## src/ppc_pkg.sv

```systemverilog
/*
 * Shared constants and types for the profile position command word block.
 * Assumes one 50 MHz clock and a synchronous active high reset everywhere.
 */
package ppc_pkg;

    // ==========================================================
    // Register map
    // ==========================================================
    localparam logic [15:0] CTRL_WORD_INDEX = 16'h6040; // Object index of the word
    localparam logic [15:0] CTRL_WORD_RESET = 16'h0000;

    // ==========================================================
    // Bit positions of the control word
    // ==========================================================
    localparam int BIT_START     = 4;
    localparam int BIT_IMMEDIATE = 5;
    localparam int BIT_RELATIVE  = 6;
    localparam int BIT_HALT      = 8;
    localparam int BIT_UNSUP     = 9;  // Stored, never read by logic
    localparam int BIT_RESERVED  = 10; // Stored, never read by logic
    localparam int BIT_REL_BASE  = 12;
    localparam int BIT_PUSH      = 13;
    localparam int BIT_WRAP      = 14;

    // ==========================================================
    // Timing
    // ==========================================================
    // Start after halt release needs more than two communication cycles
    localparam int          HALT_GUARD_COMM_CYCLES = 2;
    localparam logic [1:0]  HALT_GUARD_DONE        = 2'(HALT_GUARD_COMM_CYCLES + 1);
    localparam logic [1:0]  HALT_GUARD_RESET       = 2'h0;

    // ==========================================================
    // Types
    // ==========================================================
    // Motor current selection handed to the current loop
    typedef enum logic [1:0] {
        PPC_CUR_STOP = 2'b00,
        PPC_CUR_RUN  = 2'b01,
        PPC_CUR_PUSH = 2'b10
    } ppc_cur_t;

    // One positioning command
    typedef struct packed {
        logic        wrap;
        logic        push;
        logic        relative;
        logic        relActual;
        logic [1:0]  wrapMode;
        logic [31:0] dest;
    } ppc_cmd_t;

    // Positions fed from the profile generator and the encoder
    typedef struct packed {
        logic [31:0] target;
        logic [31:0] commanded;
        logic [31:0] actual;
    } ppc_pos_t;

endpackage : ppc_pkg

```

## src/ppc_sync.sv

```systemverilog
/*
 * Two flip-flop synchroniser for one level from outside the clock domain.
 * Assumes clk, rst as in the rest of the block; output is the second flop.
 */
`timescale 1ns/1ps
`default_nettype none

module ppc_sync (
    // Clock and reset
    input  wire logic clk,
    input  wire logic rst,
    // Level in and out
    input  wire logic asyncIn,
    output var  logic syncOut
);

    logic meta_r;

    // ==========================================================
    // Synchroniser chain
    // ==========================================================
    // First flop feeds only the second one
    always_ff @(posedge clk) begin
        if (rst) begin
            meta_r  <= 1'b0;
            syncOut <= 1'b0;
        end else begin
            meta_r  <= asyncIn;
            syncOut <= meta_r;
        end
    end

endmodule : ppc_sync

`default_nettype wire

```

## src/ppc_command_word.sv

```systemverilog
/*
 * Control word interpreter for profile position mode: decodes the 16-bit
 * word written by the fieldbus master, detects the start strobe, queues or
 * replaces moves and drives the set-point acknowledge.
 * Assumes the word arrives on a write strobe in this clock domain, the
 * profile generator pulses moveDone when a move ends, and the stop input
 * is an unsynchronised pin.
 */
`timescale 1ns/1ps
`default_nettype none

// Behaviour
// - Wrap bit at start gives wrap absolute move; relative bit 6 still applies
// - Push bit at start gives push-motion move
// - Halt or stop ends push; stop current
// - Incremental base zero adds to commanded position
// - Incremental base one adds to actual position
// - Halt bit stops motion by halt option
// - Relative clear: target is absolute destination
// - Relative set: target is travel distance
// - Immediate clear: start while moving is queued
// - Immediate set: start while moving replaces
// - Start bit rising edge starts configured move
// - Start ignored under halt, stop, not enabled
// - Acknowledge set on accept, cleared on zero
module ppc_command_word (
    // Clock and reset
    input  wire logic             clk,
    input  wire logic             rst,
    // Control word access
    input  wire logic             ctrlWe,
    input  wire logic [15:0]      ctrlWdata,
    output var  logic [15:0]      ctrlRdata,
    // Drive context
    input  wire logic             commTick,
    input  wire logic             opEnabled,
    input  wire logic             stopPin,
    input  wire logic [1:0]       wrapModeCfg,
    input  wire logic [1:0]       haltOptionCfg,
    input  wire ppc_pkg::ppc_pos_t positions,
    input  wire logic             moveDone,
    // Commands to the profile generator
    output var  logic             moveStart,
    output var  ppc_pkg::ppc_cmd_t moveCmd,
    output var  logic             moving,
    output var  logic             haltReq,
    output var  logic [1:0]       haltMode,
    output var  ppc_pkg::ppc_cur_t currentSel,
    // Status
    output var  logic             setPointAck
);

    import ppc_pkg::*;

    // ==========================================================
    // State
    // ==========================================================
    typedef struct packed {
        logic [15:0] ctrlWord;
        logic        startPrev;
        logic [1:0]  guardCnt;
        logic        moving;
        logic        pendValid;
        ppc_cmd_t    pendCmd;
        logic        moveStart;
        ppc_cmd_t    moveCmd;
        logic        ack;
        ppc_cur_t    curSel;
        logic        haltReq;
        logic [1:0]  haltMode;
    } ppc_state_t;

    ppc_state_t state_r;
    ppc_state_t state_nxt;
    logic       stopSync;

    // ==========================================================
    // Stop pin synchroniser
    // ==========================================================
    ppc_sync u_stop_sync (
        .clk     (clk),
        .rst     (rst),
        .asyncIn (stopPin),
        .syncOut (stopSync)
    );

    // ==========================================================
    // Helpers
    // ==========================================================
    // Capture the mode bits and raw target at the start strobe
    function automatic ppc_cmd_t captureCmd(input logic [15:0] word,
                                            input logic [1:0]  wrapMode,
                                            input logic [31:0] target);
        ppc_cmd_t c;
        c.wrap      = word[BIT_WRAP];
        c.push      = word[BIT_PUSH];
        c.relative  = word[BIT_RELATIVE];
        c.relActual = word[BIT_REL_BASE];
        c.wrapMode  = wrapMode;
        c.dest      = target;
        return c;
    endfunction : captureCmd

    // Destination is resolved at launch so the base is the present one
    function automatic ppc_cmd_t resolveCmd(input ppc_cmd_t c,
                                            input ppc_pos_t pos);
        ppc_cmd_t o;
        o = c;
        if (!c.relative) begin
            o.dest = c.dest;
        end else if (c.relActual) begin
            o.dest = 32'(c.dest + pos.actual);
        end else begin
            o.dest = 32'(c.dest + pos.commanded);
        end
        return o;
    endfunction : resolveCmd

    // ==========================================================
    // Next state
    // ==========================================================
    logic     haltBit;
    logic     startEdge;
    logic     guardOk;
    logic     blocked;
    logic     stopEvent;
    ppc_cmd_t newCmd;

    always_comb begin
        state_nxt           = state_r;
        state_nxt.moveStart = 1'b0;

        // Bits 9 and 10 are stored for readback but never decoded
        haltBit   = state_r.ctrlWord[BIT_HALT];
        startEdge = state_r.ctrlWord[BIT_START] & ~state_r.startPrev;
        guardOk   = (state_r.guardCnt == HALT_GUARD_DONE);
        blocked   = haltBit | stopSync | ~opEnabled | ~guardOk;
        stopEvent = haltBit | stopSync;
        newCmd    = captureCmd(state_r.ctrlWord, wrapModeCfg, positions.target);

        // Word write from the master; readback shows all bits
        if (ctrlWe) begin
            state_nxt.ctrlWord = ctrlWdata;
        end
        state_nxt.startPrev = state_r.ctrlWord[BIT_START];

        // Halt passes straight on as a level with its stopping option
        state_nxt.haltReq  = haltBit;
        state_nxt.haltMode = haltOptionCfg;

        // Halt release guard counted in communication cycles
        if (haltBit) begin
            state_nxt.guardCnt = HALT_GUARD_RESET;
        end else if (commTick && state_r.guardCnt != HALT_GUARD_DONE) begin
            state_nxt.guardCnt = 2'(state_r.guardCnt + 2'h1);
        end

        // Move completion, then launch of a queued command
        if (moveDone && state_r.moving) begin
            state_nxt.moving = 1'b0;
            state_nxt.curSel = PPC_CUR_STOP;
            if (state_r.pendValid && !stopEvent) begin
                state_nxt.pendValid = 1'b0;
                state_nxt.moving    = 1'b1;
                state_nxt.moveStart = 1'b1;
                state_nxt.moveCmd   = resolveCmd(state_r.pendCmd, positions);
                state_nxt.curSel    = state_r.pendCmd.push ? PPC_CUR_PUSH
                                                           : PPC_CUR_RUN;
            end
        end

        // Halt or stop drops the queue; a push move ends at once
        if (stopEvent) begin
            state_nxt.pendValid = 1'b0;
            if (state_r.moving && state_r.moveCmd.push) begin
                state_nxt.moving = 1'b0;
                state_nxt.curSel = PPC_CUR_STOP;
            end
        end

        // Acknowledge follows the start bit back to zero
        if (!state_r.ctrlWord[BIT_START]) begin
            state_nxt.ack = 1'b0;
        end

        // Accepted start strobe
        if (startEdge && !blocked) begin
            state_nxt.ack = 1'b1;
            if (state_r.moving && !state_r.ctrlWord[BIT_IMMEDIATE] &&
                !(moveDone && !state_r.pendValid)) begin
                state_nxt.pendValid = 1'b1;
                state_nxt.pendCmd   = newCmd;
            end else begin
                // Idle, or replace the running move
                state_nxt.pendValid = 1'b0;
                state_nxt.moving    = 1'b1;
                state_nxt.moveStart = 1'b1;
                state_nxt.moveCmd   = resolveCmd(newCmd, positions);
                state_nxt.curSel    = newCmd.push ? PPC_CUR_PUSH
                                                  : PPC_CUR_RUN;
            end
        end
    end

    // ==========================================================
    // State register
    // ==========================================================
    always_ff @(posedge clk) begin
        if (rst) begin
            state_r <= '{
                ctrlWord:  CTRL_WORD_RESET,
                startPrev: 1'b0,
                guardCnt:  HALT_GUARD_RESET,
                moving:    1'b0,
                pendValid: 1'b0,
                pendCmd:   '0,
                moveStart: 1'b0,
                moveCmd:   '0,
                ack:       1'b0,
                curSel:    PPC_CUR_STOP,
                haltReq:   1'b0,
                haltMode:  2'h0
            };
        end else begin
            state_r <= state_nxt;
        end
    end

    // ==========================================================
    // Outputs, all straight from state flops
    // ==========================================================
    assign ctrlRdata   = state_r.ctrlWord;
    assign moveStart   = state_r.moveStart;
    assign moveCmd     = state_r.moveCmd;
    assign moving      = state_r.moving;
    assign haltReq     = state_r.haltReq;
    assign haltMode    = state_r.haltMode;
    assign currentSel  = state_r.curSel;
    assign setPointAck = state_r.ack;

endmodule : ppc_command_word

`default_nettype wire

```

## config.mk

```make
export PLATFORM = sky130hd
export DESIGN_NAME = ppc_command_word
export DESIGN_NICKNAME = d
export VERILOG_FILES = /design/src/ppc_pkg.sv /design/src/ppc_sync.sv /design/src/ppc_command_word.sv
export SDC_FILE = /design/constraint.sdc
export NUM_CORES = 1
export LEC_CHECK = 0
export ABC_CLOCK_PERIOD_IN_PS = 3900
export BUFFER_PORTS_ARGS = -buffer_cell sky130_fd_sc_hd__buf_2
export CAP_MARGIN = 20
export CORE_MARGIN = 3
export CORE_UTILIZATION = 51
export DETAILED_ROUTE_END_ITERATION = 7
export HOLD_SLACK_MARGIN = 0.06
export PLACE_DENSITY = 0.8
export REMOVE_ABC_BUFFERS = 1
export SLEW_MARGIN = 25
export SYNTH_ARGS = -nofsm -noshare
export SYNTH_HDL_FRONTEND = slang
export SYNTH_SLANG_ARGS = --single-unit
```

## constraint.sdc

```tcl
create_clock -name clk -period 3.9 [get_ports clk]
set_input_delay 0.975 -clock clk [delete_from_list [all_inputs] [get_ports clk]]
set_output_delay 0.975 -clock clk [all_outputs]
set_load 0.005 [all_outputs]
```

==> results_dict.tcl, run 1 <==
set metrics [dict create \
    ys.flop_type "dfxtp_1" \
    gp_congestion 1.00 \
    rows 48 \
    ys_seq_area_share_pct 23.2 \
    cts-resized-gates 0 \
    cp-start-kind "input pin" \
    cp-end-kind "flip-flop" \
    crit_end "moveCmd[20]$_SDFF_PP0_" \
    postCtsSetupBuffers 0 \
    outcome "finished clean" \
    fin_crit_ns 3.66 \
    cts_inserted_buffers 9 \
    yosys-top-cells-area "dfxtp_1, ha_1, mux2_2" \
    dieArea_sq_um 19600 \
    layout-drive-gt1-share_pct 26.1 \
    maxSlewHeadroom_pct 44.6 \
    wl_per_cell_um 19.8 \
    fin_skew_ns 0.0153 \
    reg2reg_to "moveCmd[31]$_SDFF_PP0_" \
    h-tree-depth 3 \
    critical_path.max_fanout 3 \
    clock_path_buffers 2 \
    setup-violations-final 0 \
    hold_class "flip-flop to flip-flop" \
    reg2reg_slack_ns 0.25 \
    slowest_stage "fa_1" \
    worstSetupPathType "input pin to flip-flop" \
    cts_hold_buf 0 \
    drv_cap 0 \
    max_freq_mhz 273 \
    drtPass1Iterations 5 \
    critPathRequiredTime_ns 4.13 \
    synth_top_area_share_pct 23.2 \
    avgSynthCellArea_sq_um 7.90 \
    timing.final.crit_share_pct 93.8 \
    whs_ns 0.440 \
    p_leak_nw 4.45 \
    power.total_w 0.00277 \
    p_comb_share_pct 26.2 \
    io-pin-count 185 \
    layout.nets 1462 \
    pwr-share-clk_pct 33.7 \
    design_area_sq_um 10300 \
    yosysUniqueCellTypes 74 \
    antenna_found_initial 0 \
    rr_startpoint "state_r[79]$_SDFFE_PP0P_" \
    crit_buf_inv 1 \
    dpl-instance-area_sq_um 10000 \
    syn_area_sq_um 9160 \
    gr-total-overflow 0 \
    die_x_um 140 \
    cts_tree "done" \
    worst_ep_arrival_time_ns 3.88 \
    hold_viol 0 \
    synth_edf_count 0 \
    area_growth_pct 12.4 \
    reg2reg_depth 13 \
    power.density_nw_per_um2 269 \
    synthCells 1159 \
    yosys.area.top_type "dfxtp_1" \
    startpoint "positions[0]" \
    power_frac_seq_pct 40.0 \
    slew_violations 0 \
    grt_max_degree 68 \
    critPathMostFrequentCell "a31oi_1" \
    tightest_slew_ns 0.828 \
    cp_num_cells 13 \
    dp_hpwl_um 22600 \
    cp_top_family "compound AO/OA/AOI/OAI gates" \
    max_stage_delay_ns 0.47 \
    diodes 0 \
    netSwitchingPower_w 0.000908 \
    dpl_worst_slack_ns -0.0808 \
    gr-usage-all-layers_pct 29.3 \
    drt_first_iter_violations 799 \
    synth_seq_cells 106 \
    route.detailed.drc 0 \
    root_buffer "clkbuf_16" \
    vdd_drop_max_mv 0.206 \
    totalWireLength_um 29800 \
    yosys_warnings 0 \
    mostFrequentLayoutCells "buf_2, nand2_1, a21oi_1" \
    rsz0062_at_grt "no" \
    via_count 9136 \
    switching_share_pct 32.8 \
    cts_sinks 106 \
    core_area_sq_um 17400 \
    clkLatencyLatePin_ns 0.37 \
    ant_nets 0 \
    final_common_cell "buf_2" \
    place.port_buffers 184 \
    clk_pin_slew_worst_paths_ns 0.08 \
    grt_pass1_wl_um 46400 \
    setup_ws_ns 0.244 \
    crit_path_cell_trace "buf_2, mux2_2, ha_1, fa_1, a211oi_1, o21ai_1, a31oi_1, nor4_1, o41ai_2, a21boi_0, or3_1, nand3_1, a31oi_1" \
    power.internal_w 0.00186 \
    viasPerCell 6.07 \
    start_util_pct 52.6 \
    async_flop_share_pct 0 \
    grt_pass1_vias 8818 \
    die_h_um 140 \
]
## flip-flops by register name, summed over array words and instances (netlist names)
register             count
state_r                 42
moveCmd                 38
ctrlRdata               16
currentSel               2
haltMode                 2
haltReq                  1
moveStart                1
moving                   1
setPointAck              1
u_stop_sync.meta_r       1
u_stop_sync.syncOut      1
## layer usage
layer	wire [um]	global-route usage [%]	up-vias
met5	0	0	-
met4	732	10.2	0
met3	2210	3.93	52
met2	13700	48.4	394
met1	13100	39.4	4294
li1	-	-	4396
## through the flow
step                      TNS (ns)  utilization (%)  std cells
after floorplan            -0.0481                -       1037
after CTS                        0             59.1       1504
after global placement     -0.0674             57.5       1488
after global routing             0             59.1       1504
final                            0             59.1       1504
after detailed placement    -0.259             57.5       1488
## how the worst min path moves through the flow
stage          cells past startpoint  slack (ns)                           from                        endpoint
2_1_floorplan                      1        0.41  u_stop_sync.meta_r$_SDFF_PP0_  u_stop_sync.syncOut$_SDFF_PP0_
3_3_place_gp                       1        0.42  u_stop_sync.meta_r$_SDFF_PP0_  u_stop_sync.syncOut$_SDFF_PP0_
3_5_place_dp                       1        0.44  u_stop_sync.meta_r$_SDFF_PP0_  u_stop_sync.syncOut$_SDFF_PP0_
4_1_cts                            1        0.45  u_stop_sync.meta_r$_SDFF_PP0_  u_stop_sync.syncOut$_SDFF_PP0_
5_1_grt                            1        0.47  u_stop_sync.meta_r$_SDFF_PP0_  u_stop_sync.syncOut$_SDFF_PP0_
6_report                           1        0.44  u_stop_sync.meta_r$_SDFF_PP0_  u_stop_sync.syncOut$_SDFF_PP0_
## cell families after synthesis
kind of cell	after synthesis	synth area share, %
multiplexers	110	12.9
AO/OA/AOI/OAI	330	23.9
buffers and inverters	140	8.34
adder cells (fa/ha/maj)	65	9.05
flip-flops	106	23.2
AND/OR/NAND/NOR	358	17.9
XOR/XNOR	50	4.78
## cells in the mapped netlist (all sizes together), types with 9 or more instances
| master | instances |
|---|---|
| nand2 | 157 |
| a21oi | 121 |
| dfxtp | 106 |
| nor2 | 85 |
| buf | 81 |
| ha | 63 |
| mux2 | 63 |
| o21ai | 51 |
| mux2i | 47 |
| clkbuf | 41 |
| xnor2 | 37 |
| a21o | 34 |
| a211oi | 27 |
| nand3 | 22 |
| inv | 18 |
| nor3 | 18 |
| a31oi | 15 |
| nand4 | 15 |
| xor2 | 13 |
| nor2b | 11 |
| nand2b | 10 |
| o211ai | 10 |
| and3 | 9 |
## power groups by stage
stage          registers [W]  clock network, W  logic, W
6_report             0.00111          0.000935  0.000727
5_1_grt              0.00111          0.000987  0.000793
4_1_cts              0.00111          0.000954  0.000715
3_5_place_dp         0.00113                 0  0.000710
3_3_place_gp         0.00113                 0  0.000707
2_1_floorplan        0.00114                 0  0.000450
## layout make-up
class,count,area [sq um]
clock buffers,9,225
clock inverters,7,58.8
fillers,1621,7120
inverters,18,67.6
multi-input cells,913,6290
flip-flops and latches,106,2120
well taps,225,282
repair buffers,226,1250
Note: power is estimated with default switching activity, not from simulation.
==> inputs of run 2 (changes only) <==
--- a/config.mk
+++ b/config.mk
@@ -8,7 +8,7 @@
 export ABC_CLOCK_PERIOD_IN_PS = 3900
 export BUFFER_PORTS_ARGS = -buffer_cell sky130_fd_sc_hd__buf_2
 export CAP_MARGIN = 20
-export CORE_MARGIN = 3
+export CORE_MARGIN = 2
 export CORE_UTILIZATION = 51
 export DETAILED_ROUTE_END_ITERATION = 7
 export HOLD_SLACK_MARGIN = 0.06
==> results_dict.tcl, run 2 (synthesis gave the netlist of run 1 again) <==
set metrics [dict create \
    outcome "finished clean" \
    grt_max_degree 49 \
    h-tree-depth 3 \
    viasPerCell 6.05 \
    reg2reg_depth 11 \
    wl_per_cell_um 19.3 \
    layout-drive-gt1-share_pct 27.0 \
    clkLatencyLatePin_ns 0.37 \
    power.density_nw_per_um2 274 \
    multi_input_area_sq_um 6290 \
    drt_first_iter_violations 799 \
    gr-total-overflow 0 \
    critPathRequiredTime_ns 4.15 \
    cts_sinks 106 \
    whs_path_depth 1 \
    setup-violations-final 0 \
    fillers 1646 \
    power.internal_w 0.00195 \
    diodes 0 \
    grt_pass1_vias 8651 \
    cts_inserted_buffers 9 \
    p_leak_nw 4.53 \
    root_buffer "clkbuf_16" \
    dieArea_sq_um 19000 \
    final_common_cell "buf_2" \
    maxSlewHeadroom_pct 37.9 \
    via_count 9194 \
    cts_tree "done" \
    power.total_w 0.00286 \
    power_frac_seq_pct 38.8 \
    register_area_sq_um 2120 \
    route.detailed.drc 0 \
    setup_tns_ns 0 \
    gp_congestion 0.988 \
    drv_cap 0 \
    cts_hold_buf 0 \
    worstSetupPathType "input pin to flip-flop" \
    mostFrequentLayoutCells "buf_2, nand2_1, a21oi_1" \
    core_area_sq_um 17400 \
    timing.final.crit_share_pct 92.7 \
    area_growth_pct 14.1 \
    drtPass1Iterations 6 \
    slew_violations 0 \
    die_x_um 138 \
    grt_pass1_wl_um 45300 \
    place.port_buffers 184 \
    ant_nets 0 \
    p_comb_share_pct 26.3 \
    io-pin-count 185 \
    hold_viol 0 \
    vdd_drop_max_mv 0.214 \
    hold_class "flip-flop to flip-flop" \
    cp-start-kind "input pin" \
    gr-usage-all-layers_pct 30.8 \
    largest_reg_flops 42 \
    rsz0062_at_grt "no" \
    rows 48 \
    clock_path_buffers 2 \
    postCtsSetupBuffers 0 \
    switching_share_pct 31.8 \
    worst_ep_arrival_time_ns 3.86 \
    antenna_found_initial 0 \
    max_freq_mhz 277 \
    fin_skew_ns 0.0116 \
    die_h_um 138 \
    dp_hpwl_um 22300 \
    tightest_slew_ns 0.930 \
    totalWireLength_um 29400 \
    clk_pin_slew_worst_paths_ns 0.08 \
    cp-end-kind "flip-flop" \
    pwr-share-clk_pct 34.9 \
    fin_crit_ns 3.61 \
    start_util_pct 52.6 \
    critical_path.max_fanout 2 \
    regMostFlops "state_r" \
    netSwitchingPower_w 0.000910 \
    layout.nets 1477 \
]
-- run 2: repair_timing --
action	CTS	global route
endpoints found under the setup margin	0	1
resized for setup	0	1
hold endpoints to repair	0	0
-- run 2: worst max-delay path, cell delays in order --
cell and delay, ns:
buf_2 0.10, mux2_2 0.26, ha_1 0.22, fa_1 0.42
a211oi_1 0.37, o21a_1 0.28, nor4_4 0.09, o41ai_4 0.39
o21bai_2 0.13, a21oi_2 0.19, o221ai_1 0.16, a32oi_1 0.20
o21ai_1 0.09
-- run 2: worst paths after layout --
check	startpoint	endpoint	slack (ns)
max	positions[0]	moveCmd[26]$_SDFF_PP0_	0.29
min	u_stop_sync.meta_r$_SDFF_PP0_	u_stop_sync.syncOut$_SDFF_PP0_	0.44
max reg2reg	ctrlRdata[12]$_SDFFE_PP0P_	moveCmd[30]$_SDFF_PP0_	0.37
min reg2reg	u_stop_sync.meta_r$_SDFF_PP0_	u_stop_sync.syncOut$_SDFF_PP0_	0.44
-- run 2: layer usage --
metal	vias to the layer above	track usage, %	wire [um]
met2	385	49.8	13300
met4	0	11.1	920
met3	74	5.04	2160
met1	4305	41.4	13000
li1	4430	-	-
met5	-	0	0
-- run 2: power groups by stage --
stage / logic (W) / registers (W) / clock network, W
after CTS: 0.000740 / 0.00111 / 0.00101
final: 0.000753 / 0.00111 / 0.000997
after floorplan: 0.000450 / 0.00114 / 0
after detailed placement: 0.000735 / 0.00113 / 0
after global routing: 0.000823 / 0.00111 / 0.00104
after global placement: 0.000727 / 0.00113 / 0
-- run 2: area by class of cell --
class	instances	area share, %
Clock buffer	10	2.19
Clock inverter	6	0.754
Inverter	18	0.647
Multi-Input combinational cell	913	60.2
Sequential cell	106	20.3
Tap cell	225	2.69
Timing Repair Buffer	241	13.2
-- run 2: stage by stage --
step	hold WS, ns	cell area, sq um	cells	worst slack [ns]	utilization [%]
6_report	0.442	10500	1519	0.285	60.0
5_1_grt	0.455	10500	1519	0.115	60.0
4_1_cts	0.446	10400	1519	0.307	60.0
3_5_place_dp	0.427	10100	1503	-0.0635	58.2
3_3_place_gp	0.416	10100	1503	0.0216	58.2
2_1_floorplan	0.414	8460	1037	-0.0481	-
